===== config.mk =====
export PLATFORM = sky130hd
export DESIGN_NAME = primary_status_reg
export DESIGN_NICKNAME = d
export VERILOG_FILES = /design/src/design/primary_status_pkg.sv /design/src/design/primary_status_reg.sv
export SDC_FILE = /design/constraint.sdc
export NUM_CORES = 1
export LEC_CHECK = 0
export BUFFER_PORTS_ARGS = -buffer_cell sky130_fd_sc_hd__buf_2
export CELL_PAD_IN_SITES_DETAIL_PLACEMENT = 0
export CELL_PAD_IN_SITES_GLOBAL_PLACEMENT = 1
export CORE_UTILIZATION = 34
export DETAILED_ROUTE_END_ITERATION = 6
export PLACE_DENSITY_LB_ADDON = 0.15
export SYNTH_ARGS = -nofsm -noshare
export SYNTH_HDL_FRONTEND = slang
export SYNTH_SLANG_ARGS = --single-unit

===== constraint.sdc =====
create_clock -name clk -period 1.3 [get_ports clk]
set_clock_uncertainty 0.15 [all_clocks]
set_input_delay 0.13 -clock clk [delete_from_list [all_inputs] [get_ports clk]]
set_output_delay 0.13 -clock clk [all_outputs]
set_load 0.05 [all_outputs]

===== src/design/primary_status_pkg.sv =====
// Constants for the primary-interface status register of the bridge.
// Assumes a 16-bit configuration word access decoded by the surrounding config logic.
package primary_status_pkg;
   localparam logic [7:0] STATUS_OFFSET = 8'h06;
   localparam logic [7:0] COMMAND_OFFSET = 8'h04;
   localparam int BIT_PARITY_DETECTED = 15;
   localparam int BIT_SYSERR_SIGNALLED = 14;
   localparam int BIT_MASTER_ABORT_RCVD = 13;
   localparam int BIT_TARGET_ABORT_RCVD = 12;
   localparam int BIT_TARGET_ABORT_SENT = 11;
   localparam int BIT_SEL_TIMING_HI = 10;
   localparam int BIT_SEL_TIMING_LO = 9;
   localparam int BIT_DATA_PARITY = 8;
   localparam int BIT_FAST_B2B = 7;
   localparam int BIT_USER_FEATURE = 6;
   localparam int BIT_SPEED_66 = 5;
   localparam int BIT_CAP_LIST = 4;
   localparam int BIT_RESERVED_HI = 3;
   localparam int CMD_BIT_PARITY_RESP = 6;
   localparam int CMD_BIT_SYSERR_EN = 8;
   localparam logic [1:0] SEL_TIMING_MEDIUM = 2'h1;
   localparam logic FAST_B2B_VALUE = 1'h1;
   localparam logic USER_FEATURE_VALUE = 1'h0;
   localparam logic CAP_LIST_VALUE = 1'h1;
   localparam logic [3:0] RESERVED_VALUE = 4'h0;
   localparam logic [15:0] COMMAND_RESET = 16'h0000;
   localparam logic [15:0] COMMAND_WRITABLE = 16'h0367;
endpackage


===== src/design/primary_status_reg.sv =====
// Primary bus status register with the command bits that steer it.
// Assumes event strobes are one-cycle pulses from primary bus logic on clk;
// the speed strap is an asynchronous pin and is synchronised here.
// Functional notes
// - Parity error detected sets bit 15
// - SERR asserted while enabled sets bit 14
// - Received master abort sets bit 13
// - Received target abort sets bit 12
// - Signalled target abort sets bit 11
// - Bits 10-9 read fixed 01b
// - Bit 8 needs PERR, mastership, response enable
// - Bit 7 fast back-to-back reads 1
// - Bit 6 user feature reads 0
// - Bit 5 follows speed strap pin
// - Bit 4 capabilities list reads 1
// - Bits 3-0 read zero
// - Writing 1 clears flag, 0 ignored
// - Command bit 8 gates SERR driver
module primary_status_reg
   import primary_status_pkg::*;
(
   input wire logic clk,
   input wire logic rst_n,
   input wire logic cfgWrite,
   input wire logic cfgRead,
   input wire logic [7:0] cfgAddr,
   input wire logic [15:0] cfgWdata,
   output logic [15:0] cfgRdata,
   input wire logic parityErrDetected,
   input wire logic serrRequest,
   input wire logic masterAbortRcvd,
   input wire logic targetAbortRcvd,
   input wire logic targetAbortSent,
   input wire logic dataParityErr,
   input wire logic primary_parity_err_line,
   input wire logic busMaster,
   input wire logic speed_strap_pin,
   output logic serrOut,
   output logic serrOe_n,
   output logic [15:0] commandReg
);
   import primary_status_pkg::*;

   // Offset match, shared by write and read decode
   function automatic logic hitOffset(input logic [7:0] addr, input logic [7:0] offset);
      return addr == offset;
   endfunction

   // Sticky update; set is ored in last so it beats a clear in the same cycle
   function automatic logic nextSticky(input logic flag, input logic set, input logic clr);
      return (flag && !clr) || set;
   endfunction

   logic [15:0] command;
   logic [15:0] next_command;
   logic parityFlag;
   logic serrFlag;
   logic masterAbortFlag;
   logic targetAbortRcvdFlag;
   logic targetAbortSentFlag;
   logic dataParityFlag;
   logic next_parityFlag;
   logic next_serrFlag;
   logic next_masterAbortFlag;
   logic next_targetAbortRcvdFlag;
   logic next_targetAbortSentFlag;
   logic next_dataParityFlag;
   logic strapMeta;
   logic strapSync;
   logic [15:0] statusValue;
   logic [15:0] readValue;
   logic serrNow;
   logic dpSet;
   logic statusWr;
   logic commandWr;
   logic clrParity;
   logic clrSerr;
   logic clrMasterAbort;
   logic clrTargetAbortRcvd;
   logic clrTargetAbortSent;
   logic clrDataParity;

   assign statusWr = cfgWrite && hitOffset(cfgAddr, STATUS_OFFSET);
   assign commandWr = cfgWrite && hitOffset(cfgAddr, COMMAND_OFFSET);
   assign next_command = commandWr ? (cfgWdata & COMMAND_WRITABLE) : command;

   // Driver only fires while enabled, so the flag only sees enabled SERR
   assign serrNow = serrRequest && command[CMD_BIT_SYSERR_EN];
   // All four conditions must meet in one cycle; the parity line is on clk
   assign dpSet = dataParityErr && primary_parity_err_line && busMaster
                  && command[CMD_BIT_PARITY_RESP];

   // Write-one-to-clear strobes, one per writable status bit
   assign clrParity = statusWr && cfgWdata[BIT_PARITY_DETECTED];
   assign clrSerr = statusWr && cfgWdata[BIT_SYSERR_SIGNALLED];
   assign clrMasterAbort = statusWr && cfgWdata[BIT_MASTER_ABORT_RCVD];
   assign clrTargetAbortRcvd = statusWr && cfgWdata[BIT_TARGET_ABORT_RCVD];
   assign clrTargetAbortSent = statusWr && cfgWdata[BIT_TARGET_ABORT_SENT];
   assign clrDataParity = statusWr && cfgWdata[BIT_DATA_PARITY];

   assign next_parityFlag = nextSticky(parityFlag, parityErrDetected, clrParity);
   assign next_serrFlag = nextSticky(serrFlag, serrNow, clrSerr);
   assign next_masterAbortFlag = nextSticky(masterAbortFlag, masterAbortRcvd,
                                            clrMasterAbort);
   assign next_targetAbortRcvdFlag = nextSticky(targetAbortRcvdFlag, targetAbortRcvd,
                                                clrTargetAbortRcvd);
   assign next_targetAbortSentFlag = nextSticky(targetAbortSentFlag, targetAbortSent,
                                                clrTargetAbortSent);
   assign next_dataParityFlag = nextSticky(dataParityFlag, dpSet, clrDataParity);

   always_ff @(posedge clk or negedge rst_n) begin
      if (!rst_n) begin
         command <= COMMAND_RESET;
      end else begin
         command <= next_command;
      end
   end

   always_ff @(posedge clk or negedge rst_n) begin
      if (!rst_n) begin
         parityFlag <= 1'h0;
      end else begin
         parityFlag <= next_parityFlag;
      end
   end

   always_ff @(posedge clk or negedge rst_n) begin
      if (!rst_n) begin
         serrFlag <= 1'h0;
      end else begin
         serrFlag <= next_serrFlag;
      end
   end

   always_ff @(posedge clk or negedge rst_n) begin
      if (!rst_n) begin
         masterAbortFlag <= 1'h0;
      end else begin
         masterAbortFlag <= next_masterAbortFlag;
      end
   end

   always_ff @(posedge clk or negedge rst_n) begin
      if (!rst_n) begin
         targetAbortRcvdFlag <= 1'h0;
      end else begin
         targetAbortRcvdFlag <= next_targetAbortRcvdFlag;
      end
   end

   always_ff @(posedge clk or negedge rst_n) begin
      if (!rst_n) begin
         targetAbortSentFlag <= 1'h0;
      end else begin
         targetAbortSentFlag <= next_targetAbortSentFlag;
      end
   end

   always_ff @(posedge clk or negedge rst_n) begin
      if (!rst_n) begin
         dataParityFlag <= 1'h0;
      end else begin
         dataParityFlag <= next_dataParityFlag;
      end
   end

   // Strap is a pin; bit 5 is only valid two edges after reset release
   always_ff @(posedge clk or negedge rst_n) begin
      if (!rst_n) begin
         strapMeta <= 1'h0;
         strapSync <= 1'h0;
      end else begin
         strapMeta <= speed_strap_pin;
         strapSync <= strapMeta;
      end
   end

   always_comb begin
      statusValue = 16'h0000;
      statusValue[BIT_PARITY_DETECTED] = parityFlag;
      statusValue[BIT_SYSERR_SIGNALLED] = serrFlag;
      statusValue[BIT_MASTER_ABORT_RCVD] = masterAbortFlag;
      statusValue[BIT_TARGET_ABORT_RCVD] = targetAbortRcvdFlag;
      statusValue[BIT_TARGET_ABORT_SENT] = targetAbortSentFlag;
      statusValue[BIT_SEL_TIMING_HI:BIT_SEL_TIMING_LO] = SEL_TIMING_MEDIUM;
      statusValue[BIT_DATA_PARITY] = dataParityFlag;
      statusValue[BIT_FAST_B2B] = FAST_B2B_VALUE;
      statusValue[BIT_USER_FEATURE] = USER_FEATURE_VALUE;
      statusValue[BIT_SPEED_66] = strapSync;
      statusValue[BIT_CAP_LIST] = CAP_LIST_VALUE;
      statusValue[BIT_RESERVED_HI:0] = RESERVED_VALUE;
   end

   // Unmapped offsets return zero
   always_comb begin
      readValue = 16'h0000;
      if (hitOffset(cfgAddr, STATUS_OFFSET)) begin
         readValue = statusValue;
      end else if (hitOffset(cfgAddr, COMMAND_OFFSET)) begin
         readValue = command;
      end
   end

   // Read data registered, so it shows the flags as they stood before the read edge
   always_ff @(posedge clk or negedge rst_n) begin
      if (!rst_n) begin
         cfgRdata <= 16'h0000;
      end else if (cfgRead) begin
         cfgRdata <= readValue;
      end
   end

   // Open-drain style pin: the value is high in reset and low after it, the enable does the signalling
   always_ff @(posedge clk or negedge rst_n) begin
      if (!rst_n) begin
         serrOut <= 1'h1;
      end else begin
         serrOut <= 1'h0;
      end
   end

   always_ff @(posedge clk or negedge rst_n) begin
      if (!rst_n) begin
         serrOe_n <= 1'h1;
      end else begin
         serrOe_n <= !serrNow;
      end
   end

   always_ff @(posedge clk or negedge rst_n) begin
      if (!rst_n) begin
         commandReg <= COMMAND_RESET;
      end else begin
         commandReg <= command;
      end
   end
endmodule


==> results.sh <==
export IMPL_vdd_drop_max_uv=686
export IMPL_overflow=0
export IMPL_p_leak_nw=1.12
export IMPL_period_share_pct=97.4
export IMPL_antenna_found_initial=0
export IMPL_h_tree_depth=2
export IMPL_ctsLongestPathBuffers=2
export IMPL_num_rows=23
export IMPL_clock_power_share_pct=36.0
export IMPL_post_route_drc_count=0
export IMPL_diodes=0
export IMPL_crit_type="flip-flop to output port"
export IMPL_hpwlAfterDp_um=2200
export IMPL_fin_ws_ns=0.0342
export IMPL_die_height_um=68.4
export IMPL_place_ws_ns=-0.216
export IMPL_cts_made_buffers=5
export IMPL_crit_slowest_cell="dfstp_2"
export IMPL_path_cells="buf_4"
export IMPL_cts_tree="done"
export IMPL_worstPathMaxFanout=1
export IMPL_firstDrtPassIters=4
export IMPL_clock_latency_ns=0.28
export IMPL_grt_max_degree=26
export IMPL_synth_area_top_cells="dfrtp_1 58%, mux2_2 6.8%, buf_4 6.0%"
export IMPL_holdWs_ns=0.101
export IMPL_yosysSeqAreaShare_pct=62.0
export IMPL_drv_slew=0
export IMPL_syn_area_um2=1500
export IMPL_tns_ns=0
export IMPL_io_pins=71
export IMPL_synthDistinctLibCells=24
export IMPL_ys_warn_count=0
export IMPL_cap_violations=0
export IMPL_power_density_nw_per_um2=1140
export IMPL_grt_pass1_vias=1096
export IMPL_clockRootBuffer="clkbuf_8"
export IMPL_status="finished clean"
export IMPL_p_int_mw=1.81
export IMPL_syn_area_per_cell_um2=11.8
export IMPL_synth_top_area_cell="dfrtp_1"
export IMPL_path_clk_slew_ns=0.07
export IMPL_hold_violations=0
export IMPL_wl_per_cell_um=11.9
export IMPL_area_delta_synth_final_pct=42.9
export IMPL_dp_cells=231
export IMPL_syn_inst=127
export IMPL_final_area_um2=2140
export IMPL_combinationalPowerShare_pct=14.1
export IMPL_wl_um=3110
export IMPL_grtUsageTotal_pct=15.0
export IMPL_placed_area_um2=1810
export IMPL_drt_vias_per_instance=4.46
export IMPL_die_area_um2=4670
export IMPL_critPathLaunchType="flip-flop"
export IMPL_dr_first_iter_drc_count=47
export IMPL_ys_ff_latch=37
export IMPL_end_kind="output port"
export IMPL_setup_viol=0
export IMPL_power_switching_uw=634
export IMPL_seqPwrFrac_pct=49.9
export IMPL_hold_class="input pin to flip-flop"
export IMPL_worst_path_buf_inv=1
export IMPL_grt_pass1_wl_um=4900
export IMPL_clock_sinks=37
export IMPL_die_w_um=68.4
export IMPL_layout_cells_non_filler=261
export IMPL_arrival_ns=0.99
export IMPL_min_period_ns=1.27
export IMPL_path_delay_family="flip-flops"
export IMPL_fmax_mhz=790
export IMPL_final_layout_size_suffix_gt1_share_pct=38.9
export IMPL_cpPeakStageDelay_ns=0.52
export IMPL_synth_top_cell_area_share_pct=58.5
export IMPL_initial_core_util_pct=36.4
export IMPL_crit_required_ns=1.02
export IMPL_detail_route_antenna_nets=0
export IMPL_coreArea_um2=4120
export IMPL_place_gp_congestion=0.668
export IMPL_io_buffers=55
export IMPL_final_net_count=247
export IMPL_rsz0062_at_grt="false"
export IMPL_vias=1163
export IMPL_swShare_pct=26.0
final cells by class:
cell class              instances  area, um2
clock buffers                   7       96.3
fillers                       385       1980
multi-input cells              68        440
clock inverters                 1       5.00
well taps                      50       62.6
repair buffers                 81        543
inverters                      17       63.8
flip-flops and latches         37        928
kinds of logic after synthesis:
| kind of cell | after synthesis | synth area share, % |
|---|---|---|
| other cells | 1 | 0.250 |
| compound gates | 20 | 8.35 |
| flops | 37 | 62.0 |
| buf+inv | 33 | 11.4 |
| mux | 10 | 7.44 |
| simple gates | 26 | 10.6 |
per-stage QoR:
| stage | utilization [%] | total power, mW |
|---|---|---|
| 2_1_floorplan | - | 1.44 |
| 3_3_place_gp | 44.1 | 1.53 |
| 3_5_place_dp | 44.1 | 1.54 |
| 4_1_cts | 52.0 | 2.47 |
| 5_1_grt | 52.0 | 2.55 |
| 6_report | 52.0 | 2.44 |
cell usage after synthesis, drive strengths merged:
cell     number
a21oi         1
a31oi         6
and4          1
buf          13
clkbuf        3
conb          1
dfrtp        35
dfstp         2
inv          17
mux2          9
mux2i         1
nand2        14
nand3         1
nand4         1
nand4b        1
nor2          4
nor2b         1
nor3          1
nor4          1
nor4b         1
o2111ai       1
o21ai         1
o22ai        11
power groups by stage:
stage	logic [mW]	clock network, mW	registers [mW]
after global routing	0.375	0.955	1.22
after global placement	0.293	0	1.24
after detailed placement	0.296	0	1.24
final	0.345	0.878	1.22
after floorplan	0.160	0	1.28
after CTS	0.348	0.902	1.22
cell usage in the layout, fill, tap and decap left out:
cell type and n:
inv_1 17, o21ai_0 1, nor3_2 1, conb_1 12, nand3_1 1, clkbuf_8 7
nand4_1 1, mux2_2 9, nor4b_4 1, clkinv_2 1, o22ai_1 11, nor4_1 1
buf_2 53, a21oi_1 1, o2111ai_1 1, and4_2 1, dlygate4sd3_1 22, buf_12 1
dfrtp_1 35, nand2_1 14, buf_4 5, nand4b_4 1, a31oi_1 6, dfstp_2 2
mux2i_1 1, nor2b_1 1, nor2_1 4
routing by layer:
metal	part of all wire, %	global-route usage (%)
met2	50	25.4
met5	0	0
met4	1.9	7.03
met3	5.0	5.50
met1	43	16.5
final timing paths:
path,cells past startpoint,slack (ns),startpoint,to
worst min register to register,0,0.21,strapMeta$_DFF_PN0_,strapSync$_DFF_PN0_
worst max register to register,3,0.20,command[8]$_DFFE_PN0P_,cfgRdata[8]$_DFFE_PN0P_
min in group asynchronous,2,0.14,rst_n,commandReg[8]$_DFF_PN0_
worst max-delay path,1,0.03,serrOut$_DFF_PN1_,serrOut
worst min-delay path,3,0.10,cfgAddr[1],cfgRdata[9]$_DFFE_PN0P_
max in group asynchronous,3,0.43,rst_n,cfgRdata[6]$_DFFE_PN0P_
state kept, by name, summed over array words and instances (netlist names):
name / cells
dataParityFlag: 1
strapMeta: 1
cfgRdata: 13
parityFlag: 1
targetAbortSentFlag: 1
serrOe_n: 1
strapSync: 1
commandReg: 7
serrFlag: 1
serrOut: 1
targetAbortRcvdFlag: 1
masterAbortFlag: 1
command: 7
repair_timing:
action,4_1_cts,5_1_grt
buffers inserted,0,0
resized for setup,2,0
hold endpoints to repair,52,0
hold buffers,22,0
setup endpoints to repair,2,0
(Power assumes the default switching activity.)
